`config.mk`:
```
export PLATFORM = sky130hd
export DESIGN_NAME = iefc_top
export DESIGN_NICKNAME = d
export VERILOG_FILES = /design/src/design/iefc_pin_event.v /design/src/design/iefc_top.v
export VERILOG_INCLUDE_DIRS = /design/src /design/src/design
export SDC_FILE = /design/constraint.sdc
export NUM_CORES = 1
export LEC_CHECK = 0
export BUFFER_PORTS_ARGS = -buffer_cell sky130_fd_sc_hd__buf_2
export CORE_UTILIZATION = 48
export CTS_BUF_LIST = sky130_fd_sc_hd__clkbuf_4
export DETAILED_ROUTE_END_ITERATION = 16
export PLACE_DENSITY = 0.81
export SLEW_MARGIN = 10
export SYNTH_ARGS = -nofsm -noshare
export SYNTH_HDL_FRONTEND = slang
export SYNTH_SLANG_ARGS = --single-unit
```
`constraint.sdc`:
```
create_clock -name i_clock -period 1.9 [get_ports i_clock]
set_input_delay 0.095 -clock i_clock [delete_from_list [all_inputs] [get_ports i_clock]]
set_output_delay 0.095 -clock i_clock [all_outputs]
set_load 0.03 [all_outputs]
```
`src/design/iefc_defines.vh`:
```
// Register map, field positions and reset values of the interrupt control
`ifndef IEFC_DEFINES_VH
`define IEFC_DEFINES_VH

// ----------------------------------------------------------------------
// Register byte offsets
// ----------------------------------------------------------------------
`define IEFC_OFS_MAIN 12'h000
`define IEFC_OFS_SECOND 12'h004
`define IEFC_OFS_PRIO_CTRL 12'h008
`define IEFC_OFS_EVT_STATUS 12'h00C
`define IEFC_OFS_EVT_MASK 12'h010
`define IEFC_OFS_CORE_STATE 12'h014

// ----------------------------------------------------------------------
// Main control register fields
// ----------------------------------------------------------------------
`define IEFC_MAIN_GLOBAL 7
`define IEFC_MAIN_PERIPH 6
`define IEFC_MAIN_TZ_EN 5
`define IEFC_MAIN_X0_EN 4
`define IEFC_MAIN_PC_EN 3
`define IEFC_MAIN_TZ_FLAG 2
`define IEFC_MAIN_X0_FLAG 1
`define IEFC_MAIN_PC_FLAG 0
`define IEFC_MAIN_RESET 8'h00

// ----------------------------------------------------------------------
// Second control register fields
// ----------------------------------------------------------------------
`define IEFC_SEC_PULLUP_DIS 7
`define IEFC_SEC_X0_EDGE 6
`define IEFC_SEC_X1_EDGE 5
`define IEFC_SEC_X2_EDGE 4
`define IEFC_SEC_TZ_PRIO 2
`define IEFC_SEC_PC_PRIO 0
`define IEFC_SEC_IMPL 8'hF5
`define IEFC_SEC_RESET 8'hF5

// ----------------------------------------------------------------------
// Event status, mask and core state fields
// ----------------------------------------------------------------------
`define IEFC_EVT_TZ 0
`define IEFC_EVT_X0 1
`define IEFC_EVT_PC 2
`define IEFC_EVT_TAKEN 3
`define IEFC_EVT_W 4
`define IEFC_EVT_RESET 4'h0
`define IEFC_CORE_HIGH 0
`define IEFC_CORE_LOW 1
`define IEFC_CORE_PRIO 2

// ----------------------------------------------------------------------
// Vectors and timing
// ----------------------------------------------------------------------
`define IEFC_VEC_HIGH 24'h00_0008
`define IEFC_VEC_LOW 24'h00_0018
`define IEFC_SYNC_SETTLE 2'h3

`endif

```
`src/design/iefc_pin_event.v`:
```
// Two-stage pin synchroniser with rising and falling edge pulses
`timescale 1ns/1ps
module iefc_pin_event #(
    parameter WIDTH = 1
) (
    input wire i_clock,
    input wire i_reset_n,
    input wire [WIDTH-1:0] i_pins,
    output wire [WIDTH-1:0] o_level,
    output wire [WIDTH-1:0] o_rise,
    output wire [WIDTH-1:0] o_fall
);

    // ------------------------------------------------------------------
    // Synchroniser
    // ------------------------------------------------------------------
    // The first stage feeds only the second stage, never any logic
    reg [WIDTH-1:0] meta_reg;
    reg [WIDTH-1:0] sync_reg;
    reg [WIDTH-1:0] prev_reg;

    always @(posedge i_clock) begin
        if (!i_reset_n) begin
            meta_reg <= {WIDTH{1'b0}};
            sync_reg <= {WIDTH{1'b0}};
            prev_reg <= {WIDTH{1'b0}};
        end else begin
            meta_reg <= i_pins;
            sync_reg <= meta_reg;
            prev_reg <= sync_reg;
        end
    end

    assign o_level = sync_reg;
    assign o_rise = sync_reg & ~prev_reg;
    assign o_fall = ~sync_reg & prev_reg;

endmodule // iefc_pin_event

```
`src/design/iefc_top.v`:
```
// Core interrupt enable, flag and priority control with an APB slave
//
// The implementer's own choices: register access over APB and the register offsets.
`timescale 1ns/1ps
`include "iefc_defines.vh"

// Overview of operation
// - Flags set on their source event regardless of any enable bit.
// - Main and second control registers are readable and writable.
// - Timer-zero overflow enable gates the timer-zero interrupt request.
// - Timer-zero flag sets on overflow and holds until software clears.
// - Flags stay readable while enables are clear, allowing polling.
// - With priority levels, bit seven enables all high priority sources.
// - With priority levels, bit six together with bit seven enables all low priority sources.
// - Without priority levels, priority bits ignored; single vector used.
// - Accepting an interrupt clears the enable bit of its level: bit seven, or bit six for a low level acceptance.
module iefc_top (
    input wire i_clock,
    input wire i_reset_n,
    input wire i_psel,
    input wire i_penable,
    input wire i_pwrite,
    input wire [11:0] i_paddr,
    input wire [31:0] i_pwdata,
    output wire [31:0] o_prdata,
    output wire o_pready,
    output wire o_pslverr,
    input wire i_timer_zero_overflow,
    input wire i_external_irq_zero_pin,
    input wire [3:0] i_port_b_pins,
    input wire i_port_b_read,
    input wire i_periph_high_irq,
    input wire i_periph_low_irq,
    input wire i_irq_accept,
    input wire i_irq_return,
    input wire i_return_high,
    output wire o_irq_request,
    output wire o_irq_high_level,
    output wire [23:0] o_vector_addr,
    output wire o_port_pullup_disable,
    output wire o_external_irq_one_edge,
    output wire o_external_irq_two_edge,
    output wire o_irq
);

    // ------------------------------------------------------------------
    // Helpers
    // ------------------------------------------------------------------
    function sel_hit;
        input [11:0] addr;
        input [11:0] ofs;
        begin
            sel_hit = (addr == ofs);
        end
    endfunction

    // ------------------------------------------------------------------
    // State
    // ------------------------------------------------------------------
    reg [7:0] main_reg;
    reg [7:0] main_next;
    reg [7:0] second_reg;
    reg priority_levels_enable_reg;
    reg [`IEFC_EVT_W-1:0] evt_status_reg;
    reg [`IEFC_EVT_W-1:0] evt_status_next;
    reg [`IEFC_EVT_W-1:0] evt_mask_reg;
    reg [31:0] prdata_reg;
    reg [31:0] read_mux;
    reg [3:0] port_latch_reg;
    reg [1:0] settle_reg;
    reg in_high_reg;
    reg in_high_next;

    wire wr_access;
    wire rd_setup;
    wire mapped;
    wire x0_level;
    wire x0_rise;
    wire x0_fall;
    wire [3:0] port_level;
    wire tz_event;
    wire x0_event;
    wire pc_event;
    wire settled;

    // Field aliases
    wire global_or_high_level_enable = main_reg[`IEFC_MAIN_GLOBAL];
    wire peripheral_or_low_level_enable = main_reg[`IEFC_MAIN_PERIPH];
    wire timer_zero_overflow_enable = main_reg[`IEFC_MAIN_TZ_EN];
    wire external_irq_zero_enable = main_reg[`IEFC_MAIN_X0_EN];
    wire port_change_enable = main_reg[`IEFC_MAIN_PC_EN];
    wire timer_zero_overflow_flag = main_reg[`IEFC_MAIN_TZ_FLAG];
    wire external_irq_zero_flag = main_reg[`IEFC_MAIN_X0_FLAG];
    wire port_change_flag = main_reg[`IEFC_MAIN_PC_FLAG];
    wire external_irq_zero_edge = second_reg[`IEFC_SEC_X0_EDGE];
    wire timer_zero_overflow_priority = second_reg[`IEFC_SEC_TZ_PRIO];
    wire port_change_priority = second_reg[`IEFC_SEC_PC_PRIO];

    // ------------------------------------------------------------------
    // Source events
    // ------------------------------------------------------------------
    wire [3:0] x0_fall_unused_r;
    wire [3:0] x0_fall_unused_f;

    iefc_pin_event #(
        .WIDTH(5)
    ) u_pins (
        .i_clock(i_clock),
        .i_reset_n(i_reset_n),
        .i_pins({i_external_irq_zero_pin, i_port_b_pins}),
        .o_level({x0_level, port_level}),
        .o_rise({x0_rise, x0_fall_unused_r}),
        .o_fall({x0_fall, x0_fall_unused_f})
    );

    // Edge select: one picks the rising edge, zero the falling edge;
    // edges wait for the synchroniser to settle, so a pin held high
    // through reset does not look like a rising edge
    assign x0_event = settled &&
        (external_irq_zero_edge ? x0_rise : x0_fall);
    assign tz_event = i_timer_zero_overflow;
    // Port latch is primed until the synchroniser settles, so reset
    // itself never looks like a port change
    assign settled = (settle_reg == `IEFC_SYNC_SETTLE);
    assign pc_event = settled && (port_level != port_latch_reg);

    always @(posedge i_clock) begin
        if (!i_reset_n) begin
            settle_reg <= 2'h0;
            port_latch_reg <= 4'h0;
        end else begin
            if (!settled) begin
                settle_reg <= settle_reg + 2'h1;
            end
            // A port read ends the mismatch by refreshing the latch
            if (!settled || i_port_b_read) begin
                port_latch_reg <= port_level;
            end
        end
    end

    // ------------------------------------------------------------------
    // Request and vector logic
    // ------------------------------------------------------------------
    wire tz_pend = timer_zero_overflow_enable & timer_zero_overflow_flag;
    wire x0_pend = external_irq_zero_enable & external_irq_zero_flag;
    wire pc_pend = port_change_enable & port_change_flag;
    wire periph_any = i_periph_high_irq | i_periph_low_irq;

    // Without priority levels every source goes to the single vector
    wire compat_req = global_or_high_level_enable &
        (tz_pend | x0_pend | pc_pend |
        (peripheral_or_low_level_enable & periph_any));

    // External interrupt zero has no priority bit and is always high
    wire high_src = (tz_pend & timer_zero_overflow_priority) | x0_pend |
        (pc_pend & port_change_priority) | i_periph_high_irq;
    wire low_src = (tz_pend & ~timer_zero_overflow_priority) |
        (pc_pend & ~port_change_priority) | i_periph_low_irq;
    wire high_req = global_or_high_level_enable & high_src;
    // Low level also waits on bit seven, so a high handler is not
    // interrupted by a low source
    wire low_req = peripheral_or_low_level_enable &
        global_or_high_level_enable & low_src;

    wire prio_mode = priority_levels_enable_reg;
    wire req_high_sel = prio_mode ? high_req : compat_req;
    assign o_irq_request = prio_mode ? (high_req | low_req) : compat_req;
    assign o_irq_high_level = req_high_sel;
    assign o_vector_addr = req_high_sel ? `IEFC_VEC_HIGH :
        `IEFC_VEC_LOW;

    // ------------------------------------------------------------------
    // APB slave
    // ------------------------------------------------------------------
    // Always ready: read data is captured in the setup cycle so it can
    // come from a flip-flop without adding a wait state
    assign mapped = sel_hit(i_paddr, `IEFC_OFS_MAIN) ||
        sel_hit(i_paddr, `IEFC_OFS_SECOND) ||
        sel_hit(i_paddr, `IEFC_OFS_PRIO_CTRL) ||
        sel_hit(i_paddr, `IEFC_OFS_EVT_STATUS) ||
        sel_hit(i_paddr, `IEFC_OFS_EVT_MASK) ||
        sel_hit(i_paddr, `IEFC_OFS_CORE_STATE);
    assign wr_access = i_psel & i_penable & i_pwrite & mapped;
    assign rd_setup = i_psel & ~i_penable & ~i_pwrite;
    assign o_pready = 1'b1;
    assign o_pslverr = i_psel & i_penable & ~mapped;
    assign o_prdata = prdata_reg;

    always @* begin
        read_mux = 32'h0000_0000;
        if (sel_hit(i_paddr, `IEFC_OFS_MAIN)) begin
            read_mux[7:0] = main_reg;
        end else if (sel_hit(i_paddr, `IEFC_OFS_SECOND)) begin
            read_mux[7:0] = second_reg;
        end else if (sel_hit(i_paddr, `IEFC_OFS_PRIO_CTRL)) begin
            read_mux[0] = priority_levels_enable_reg;
        end else if (sel_hit(i_paddr, `IEFC_OFS_EVT_STATUS)) begin
            read_mux[`IEFC_EVT_W-1:0] = evt_status_reg;
        end else if (sel_hit(i_paddr, `IEFC_OFS_EVT_MASK)) begin
            read_mux[`IEFC_EVT_W-1:0] = evt_mask_reg;
        end else if (sel_hit(i_paddr, `IEFC_OFS_CORE_STATE)) begin
            read_mux[`IEFC_CORE_HIGH] = prio_mode ? high_req : compat_req;
            read_mux[`IEFC_CORE_LOW] = prio_mode & low_req;
            read_mux[`IEFC_CORE_PRIO] = in_high_reg;
        end
    end

    always @(posedge i_clock) begin
        if (!i_reset_n) begin
            prdata_reg <= 32'h0000_0000;
        end else if (rd_setup) begin
            prdata_reg <= read_mux;
        end
    end

    // ------------------------------------------------------------------
    // Main control register
    // ------------------------------------------------------------------
    wire wr_main = wr_access && sel_hit(i_paddr, `IEFC_OFS_MAIN);
    wire take_high = prio_mode ? high_req : 1'b1;

    always @* begin
        main_next = main_reg;
        in_high_next = in_high_reg;
        if (wr_main) begin
            main_next = i_pwdata[7:0];
        end
        // Core return re-arms the enable it left cleared
        if (i_irq_return) begin
            if (!prio_mode || i_return_high) begin
                main_next[`IEFC_MAIN_GLOBAL] = 1'b1;
            end else begin
                main_next[`IEFC_MAIN_PERIPH] = 1'b1;
            end
        end
        // Acceptance holds off further requests at the same level
        if (i_irq_accept && o_irq_request) begin
            in_high_next = take_high;
            if (take_high) begin
                main_next[`IEFC_MAIN_GLOBAL] = 1'b0;
            end else begin
                main_next[`IEFC_MAIN_PERIPH] = 1'b0;
            end
        end
        // Source events win over a software clear in the same cycle
        if (tz_event) begin
            main_next[`IEFC_MAIN_TZ_FLAG] = 1'b1;
        end
        if (x0_event) begin
            main_next[`IEFC_MAIN_X0_FLAG] = 1'b1;
        end
        if (pc_event) begin
            main_next[`IEFC_MAIN_PC_FLAG] = 1'b1;
        end
    end

    always @(posedge i_clock) begin
        if (!i_reset_n) begin
            main_reg <= `IEFC_MAIN_RESET;
            in_high_reg <= 1'b0;
        end else begin
            main_reg <= main_next;
            in_high_reg <= in_high_next;
        end
    end

    // ------------------------------------------------------------------
    // Second control and priority mode registers
    // ------------------------------------------------------------------
    always @(posedge i_clock) begin
        if (!i_reset_n) begin
            second_reg <= `IEFC_SEC_RESET;
            priority_levels_enable_reg <= 1'b0;
        end else if (wr_access) begin
            if (sel_hit(i_paddr, `IEFC_OFS_SECOND)) begin
                // Unimplemented bits stay zero
                second_reg <= i_pwdata[7:0] & `IEFC_SEC_IMPL;
            end
            if (sel_hit(i_paddr, `IEFC_OFS_PRIO_CTRL)) begin
                priority_levels_enable_reg <= i_pwdata[0];
            end
        end
    end

    // Pull-up control: one disables the port pull-ups
    assign o_port_pullup_disable = second_reg[`IEFC_SEC_PULLUP_DIS];
    assign o_external_irq_one_edge = second_reg[`IEFC_SEC_X1_EDGE];
    assign o_external_irq_two_edge = second_reg[`IEFC_SEC_X2_EDGE];

    // ------------------------------------------------------------------
    // Event status, mask and interrupt line
    // ------------------------------------------------------------------
    wire [`IEFC_EVT_W-1:0] evt_set = {
        i_irq_accept & o_irq_request, pc_event, x0_event, tz_event};
    wire wr_status = wr_access && sel_hit(i_paddr, `IEFC_OFS_EVT_STATUS);

    always @* begin
        evt_status_next = evt_status_reg;
        if (wr_status) begin
            evt_status_next = evt_status_reg &
                ~i_pwdata[`IEFC_EVT_W-1:0];
        end
        // Set wins over a write-one clear in the same cycle
        evt_status_next = evt_status_next | evt_set;
    end

    always @(posedge i_clock) begin
        if (!i_reset_n) begin
            evt_status_reg <= `IEFC_EVT_RESET;
            evt_mask_reg <= `IEFC_EVT_RESET;
        end else begin
            evt_status_reg <= evt_status_next;
            if (wr_access && sel_hit(i_paddr, `IEFC_OFS_EVT_MASK)) begin
                evt_mask_reg <= i_pwdata[`IEFC_EVT_W-1:0];
            end
        end
    end

    assign o_irq = |(evt_status_reg & evt_mask_reg);

endmodule // iefc_top
```
Word-level counts from Yosys, hierarchy flattened

Index checks and enable logic that the tools add are counted.

Register bits: 53
Bits of input ports: 61
Output and inout bits: 64

$add $sub $neg: 1
Equality and inequality tests: 7
Muxes and demuxes: 25
Bitwise logic cells: 43
Reductions and logical operators: 22

Operator list:

| operator                                       | count |
|---|---|
| == test 12 x 4 -> 1 bit, second input constant | 2 |
| == test 12 x 5 -> 1 bit, second input constant | 2 |
| bitwise AND 1 bit                              | 20 |
| two-way mux 4 bit                              | 4 |
| two-way mux 8 bit                              | 2 |
| two-way mux 1 bit                              | 13 |
| == test 12 x 3 -> 1 bit, second input constant | 1 |
| logical NOT 12 bit                             | 1 |
| bitwise AND 5 bit                              | 2 |
| NOT 5 bit                                      | 2 |
| bitwise OR 1 bit                               | 10 |
| two-way mux 3 bit                              | 3 |
| bitwise AND 4 bit                              | 2 |
| logical OR 1 bit                               | 7 |
| logical AND 1 bit                              | 6 |
| nonzero test 2 bit                             | 3 |
| two-way mux 5 bit                              | 1 |
| NOT 1 bit                                      | 5 |
| two-way mux 2 bit                              | 2 |
| != test 4 bit                                  | 1 |
| NOT 4 bit                                      | 1 |
| bitwise OR 4 bit                               | 1 |
| AND reduction 2 bit                            | 2 |
| OR reduction 4 bit                             | 1 |
| 3 further kinds                                | 4 |

Depth between registers and ports, before layout

Word-level depth: 13
Depth in mapped cells: 6
Depth with buffers taken out: 5

Modules after synthesis

From an unflattened synthesis, not the netlist that was laid out.

Cells, all modules: 330
Area, all modules: 2847.7 um^2

By module, submodules not included:

| module         | times used | cells each | area an instance (um^2) |
|---|---|---|---|
| iefc_top       | 1          | 289        | 2366.0 |
| iefc_pin_event | 1          | 41         | 481.7 |

Least setup slack after synthesis

Ideal clock, no wire load.

Kind: input to register
Start: in i_paddr[3]
End: reg main_reg[7]
Arrival: 1.449 ns
Data required time: 1.814 ns
Path slack: 0.366 ns
Stages on the path: 6
Path buffers: 1
Path through: clkbuf_2 -> nor3_1 -> nand4_2 -> nor2_4 -> mux2_2 -> a211oi_1

Word-level cells in the longest chain between the ends: 13
Elaborated cells between the ends (all ways): 18

Ends and longest elaborated chain:

| what                                                          | line           | text |
|---|---|---|
| from (decl)                                                   | iefc_top.v:23  | `input wire [11:0] i_paddr,` |
| == test 12 x 3 -> 1 bit or logical NOT 12 bit (tied branches) | iefc_top.v:53  | `sel_hit = (addr == ofs);` |
| logical OR 1 bit (5 in series)                                | iefc_top.v:178 | `` assign mapped = sel_hit(i_paddr, `IEFC_OFS_MAIN) \|\| `` |
| bitwise AND 1 bit                                             | iefc_top.v:184 | `assign wr_access = i_psel & i_penable & i_pwrite & mapped;` |
| logical AND 1 bit *                                           | iefc_top.v:220 | `` wire wr_main = wr_access && sel_hit(i_paddr, `IEFC_OFS_MAIN); `` |
| two-way mux 8 bit *                                           | iefc_top.v:226 | `if (wr_main) begin` |
| two-way mux 1 bit                                             | iefc_top.v:231 | `if (!prio_mode \|\| i_return_high) begin` |
| two-way mux 2 bit *                                           | iefc_top.v:230 | `if (i_irq_return) begin` |
| two-way mux 1 bit                                             | iefc_top.v:240 | `if (take_high) begin` |
| two-way mux 2 bit *                                           | iefc_top.v:238 | `if (i_irq_accept && o_irq_request) begin` |
| to (signal assigned)                                          | iefc_top.v:260 | `` main_reg <= `IEFC_MAIN_RESET; `` |
| to (signal assigned)                                          | iefc_top.v:263 | `main_reg <= main_next;` |
| to (decl)                                                     | iefc_top.v:60  | `reg [7:0] main_reg;` |

Mark *: on every way between the ends. The rest lies on a longest branch, timed or not. The select of a mux whose other input is x is not followed.
A chain may end at the register's enable or synchronous reset.

Final worst setup path

Start: reg second_reg[2]
End: out o_irq_request

Word-level cells in the longest chain between the ends: 7
Elaborated cells between the ends (all ways): 12

Ends and longest elaborated chain:

| what                                                  | line                           | text |
|---|---|---|
| from (decl)                                           | iefc_top.v:62                  | `reg [7:0] second_reg;` |
| from (signal assigned)                                | iefc_top.v:273                 | `` second_reg <= `IEFC_SEC_RESET; `` |
| from (signal assigned)                                | iefc_top.v:278                 | `` second_reg <= i_pwdata[7:0] & `IEFC_SEC_IMPL; `` |
| bitwise AND 1 bit or NOT 1 bit (tied branches)        | iefc_top.v:156, iefc_top.v:158 |  |
| bitwise OR 1 bit or bitwise AND 1 bit (tied branches) | iefc_top.v:156, iefc_top.v:158 |  |
| bitwise OR 1 bit (on tied branches)                   | iefc_top.v:156, iefc_top.v:158 |  |
| bitwise OR 1 bit (on tied branches)                   | iefc_top.v:157, iefc_top.v:159 |  |
| bitwise AND 1 bit (on tied branches)                  | iefc_top.v:160, iefc_top.v:164 |  |
| bitwise OR 1 bit *                                    | iefc_top.v:168                 | `assign o_irq_request = prio_mode ? (high_req \| low_req) : compat_req;` |
| two-way mux 1 bit *                                   | iefc_top.v:168                 |  |
| to (decl)                                             | iefc_top.v:37                  | `output wire o_irq_request,` |

Mark *: on every way between the ends. The rest lies on a longest branch, timed or not.

==> impl_metrics.env <==
export IMPL_dp_hpwl_um=4172
export IMPL_grt_overflow_total=0
export IMPL_clock_fmax_mhz=556.0
export IMPL_setup_violations=0
export IMPL_drv_cap=0
export IMPL_rows=26
export IMPL_gp_congestion=0.9005
export IMPL_worst_path_buf_inv=1
export IMPL_drt_wl_total_um=5774
export IMPL_ys_seq_area_share_pct=37.24
export IMPL_peakVddDrop_mv=0.6044
export IMPL_antenna_found_initial=0
export IMPL_clk_path_buf_depth=2
export IMPL_drive_gt1_share_pct=21.51
export IMPL_cts_made_buffers=5
export IMPL_synth_area_top_cells="dfxtp_1, buf_4, mux2i_1"
export IMPL_fp_dieW_um=76.08
export IMPL_worstPathArrival_ps=1700
export IMPL_cts_setup_buffers=0
export IMPL_core_area_um2=5205
export IMPL_r2r_start="second_reg[2]"
export IMPL_crit_path_cell_trace="and3b_1, o311a_1, a21oi_2, nor2_1, buf_2"
export IMPL_synth_seq_cells=49
export IMPL_async_reset_ff_share_pct=0
export IMPL_diodes=0
export IMPL_port_buffers=52
export IMPL_die_h_um=76.08
export IMPL_maxSlewViolCount=0
export IMPL_vias=2250
export IMPL_yosysWarnings=0
export IMPL_hold_path_class="input port to flip-flop"
export IMPL_finalCritPeriodShare_pct=94.67
export IMPL_synth_cell_types=47
export IMPL_required_ps=1800
export IMPL_drc=0
export IMPL_syn2layout_area_growth_pct=14.68
export IMPL_path_class="flip-flop to primary output"
export IMPL_critical_path_max_stage_delay_ps=390
export IMPL_period_minus_slack_ps=1799
export IMPL_placement_cell_area_um2=2759
export IMPL_path_clk_slew_ps=160
export IMPL_crit_start="second_reg[2]"
export IMPL_rr_endpoint="o_prdata[1]"
export IMPL_p_per_area_nw_per_um2=729.5
export IMPL_grt_max_degree=38
export IMPL_syn_avg_cell_area_um2=8.551
export IMPL_grt_usage_pct=20.72
export IMPL_drt_initial_drc_count=132
export IMPL_htreeDepth=2
export IMPL_grt_pass1_wl_um=9818
export IMPL_grt_pass1_vias=2152
export IMPL_post_drt_wl_per_cell_um=13.06
export IMPL_stdcell_area_um2=3020
export IMPL_fin_tns_setup_ps=0
export IMPL_synth_top_area_share_pct=37.24
export IMPL_whs_path_depth=3
export IMPL_cp_endpoint="o_irq_request"
export IMPL_worst_path_max_delay_cell="dfxtp_2"
export IMPL_start_util_pct=50.60
export IMPL_pre_cts_ws_ps=251.3
export IMPL_reg2reg_slack_ps=380
export IMPL_die_area_um2=5787
export IMPL_syn_inst=308
export IMPL_synth_ff_type="dfxtp_1"
export IMPL_path_max_fanout=4
export IMPL_cts_tree="built"
export IMPL_rsz0062_at_grt="false"
export IMPL_drt_pass1_iter_count=4
export IMPL_yosysTopAreaCell="dfxtp_1"
export IMPL_clock_sinks=49
export IMPL_clockRootBuffer="clkbuf_4"
export IMPL_leakage_nw=1.346
export IMPL_hold_viol_final=0
export IMPL_skew_ps=17.88
export IMPL_fin_ws_ps=101.3
export IMPL_cp_depth=5
export IMPL_start_kind="flip-flop"
export IMPL_synth_edf_count=0
export IMPL_crit_family="compound AO/OA/AOI/OAI gates"
export IMPL_status="finished, final reports clean"
export IMPL_clk_latency_ps=370
export IMPL_reg2regPathDepth=5
export IMPL_worst_setup_path_end_kind="primary output"
export IMPL_final_nets=433
export IMPL_antenna_left=0
export IMPL_ioPinCount=125
export IMPL_viasPerCell=5.090
export IMPL_p_total_mw=2.203
export IMPL_syn_cell_area_um2=2634
synthesized netlist by cell type, types with 3 or more instances:
master,n
mux2i_1,13
nand2_1,25
o21a_1,4
a31oi_1,3
and2_1,13
buf_4,48
mux2_2,3
xor2_1,5
clkbuf_1,7
a22oi_1,3
buf_2,3
a221oi_1,5
and3_1,4
inv_1,5
a21oi_1,18
dfxtp_1,49
nand2b_1,3
nor2_1,21
o21ai_0,22
nand3_1,19
and3b_1,3
layout make-up:
cell class                 instances  area (µm²)
fill                             482        2185
timing repair buffer              70       432.9
inverter                           6       22.52
clock inverter                     3       68.82
tap                               70       87.58
multi-input combinational        239        1389
sequential                        49       982.2
clock buffer                       5       37.54
report_power, final:
| part | internal [mW] | switching [mW] |
|---|---|---|
| sequential | 1.07 | 0.0258 |
| combinational | 0.103 | 0.247 |
| clock | 0.414 | 0.348 |
| total | 1.58 | 0.621 |
worst min-delay path by stage:
| stage | from | endpoint |
|---|---|---|
| after global placement | i_port_b_pins[3] | u_pins.meta_reg[3] |
| after CTS | i_pwdata[0] | second_reg[0] |
| after floorplan | i_timer_zero_overflow | evt_status_reg[0] |
| final | i_pwdata[0] | second_reg[0] |
| after detailed placement | i_port_b_pins[1] | u_pins.meta_reg[1] |
| after global routing | i_pwdata[0] | second_reg[0] |
through the flow:
stage	utilization [%]	hold WS (ps)	instances
2_1_floorplan	-	218.8	354
3_3_place_gp	53.00	300.7	419
3_5_place_dp	53.00	303.5	419
4_1_cts	57.93	19.27	442
5_1_grt	58.03	37.95	442
6_report	58.03	28.10	442
metal layers:
metal	GRT usage (%)	vias to the layer above	share of wire (%)
met5	0	-	0
met4	9.038	0	1.7
met3	5.030	12	8.5
met2	34.18	118	48
met1	25.69	1027	42
li1	-	1093	-
worst min-delay path: cells and delay by family:
kind	cells	cell delay, ps
buffers and inverters	1	140
AND/OR/NAND/NOR	2	140
what timing repair did:
item	4_1_cts	5_1_grt
resized for setup	0	2
endpoints found under the setup margin	0	1
hold buffers	15	0
hold endpoints to repair	18	0
cell usage in the layout (no fill, tap or decap), types with 13 or more instances in the layout:
| cell | Yosys | routed |
|---|---|---|
| nand3_1 | 19 | 19 |
| and2_1 | 13 | 13 |
| mux2i_1 | 13 | 13 |
| conb_1 | 2 | 48 |
| o21ai_0 | 22 | 22 |
| nand2_1 | 25 | 25 |
| nor2_1 | 21 | 21 |
| dfxtp_1 | 49 | 48 |
| buf_2 | 3 | 52 |
| dlygate4sd3_1 | 0 | 15 |
| a21oi_1 | 18 | 17 |
cell families after synthesis:
logic type      synth area share, %
compound gates                14.54
other cells                  0.2851
buf+inv                       16.72
xor+xnor                      1.663
fa+ha+maj                    0.4750
simple gates                  22.85
mux                           6.223
flops                         37.24
(Power assumes the default switching activity.)
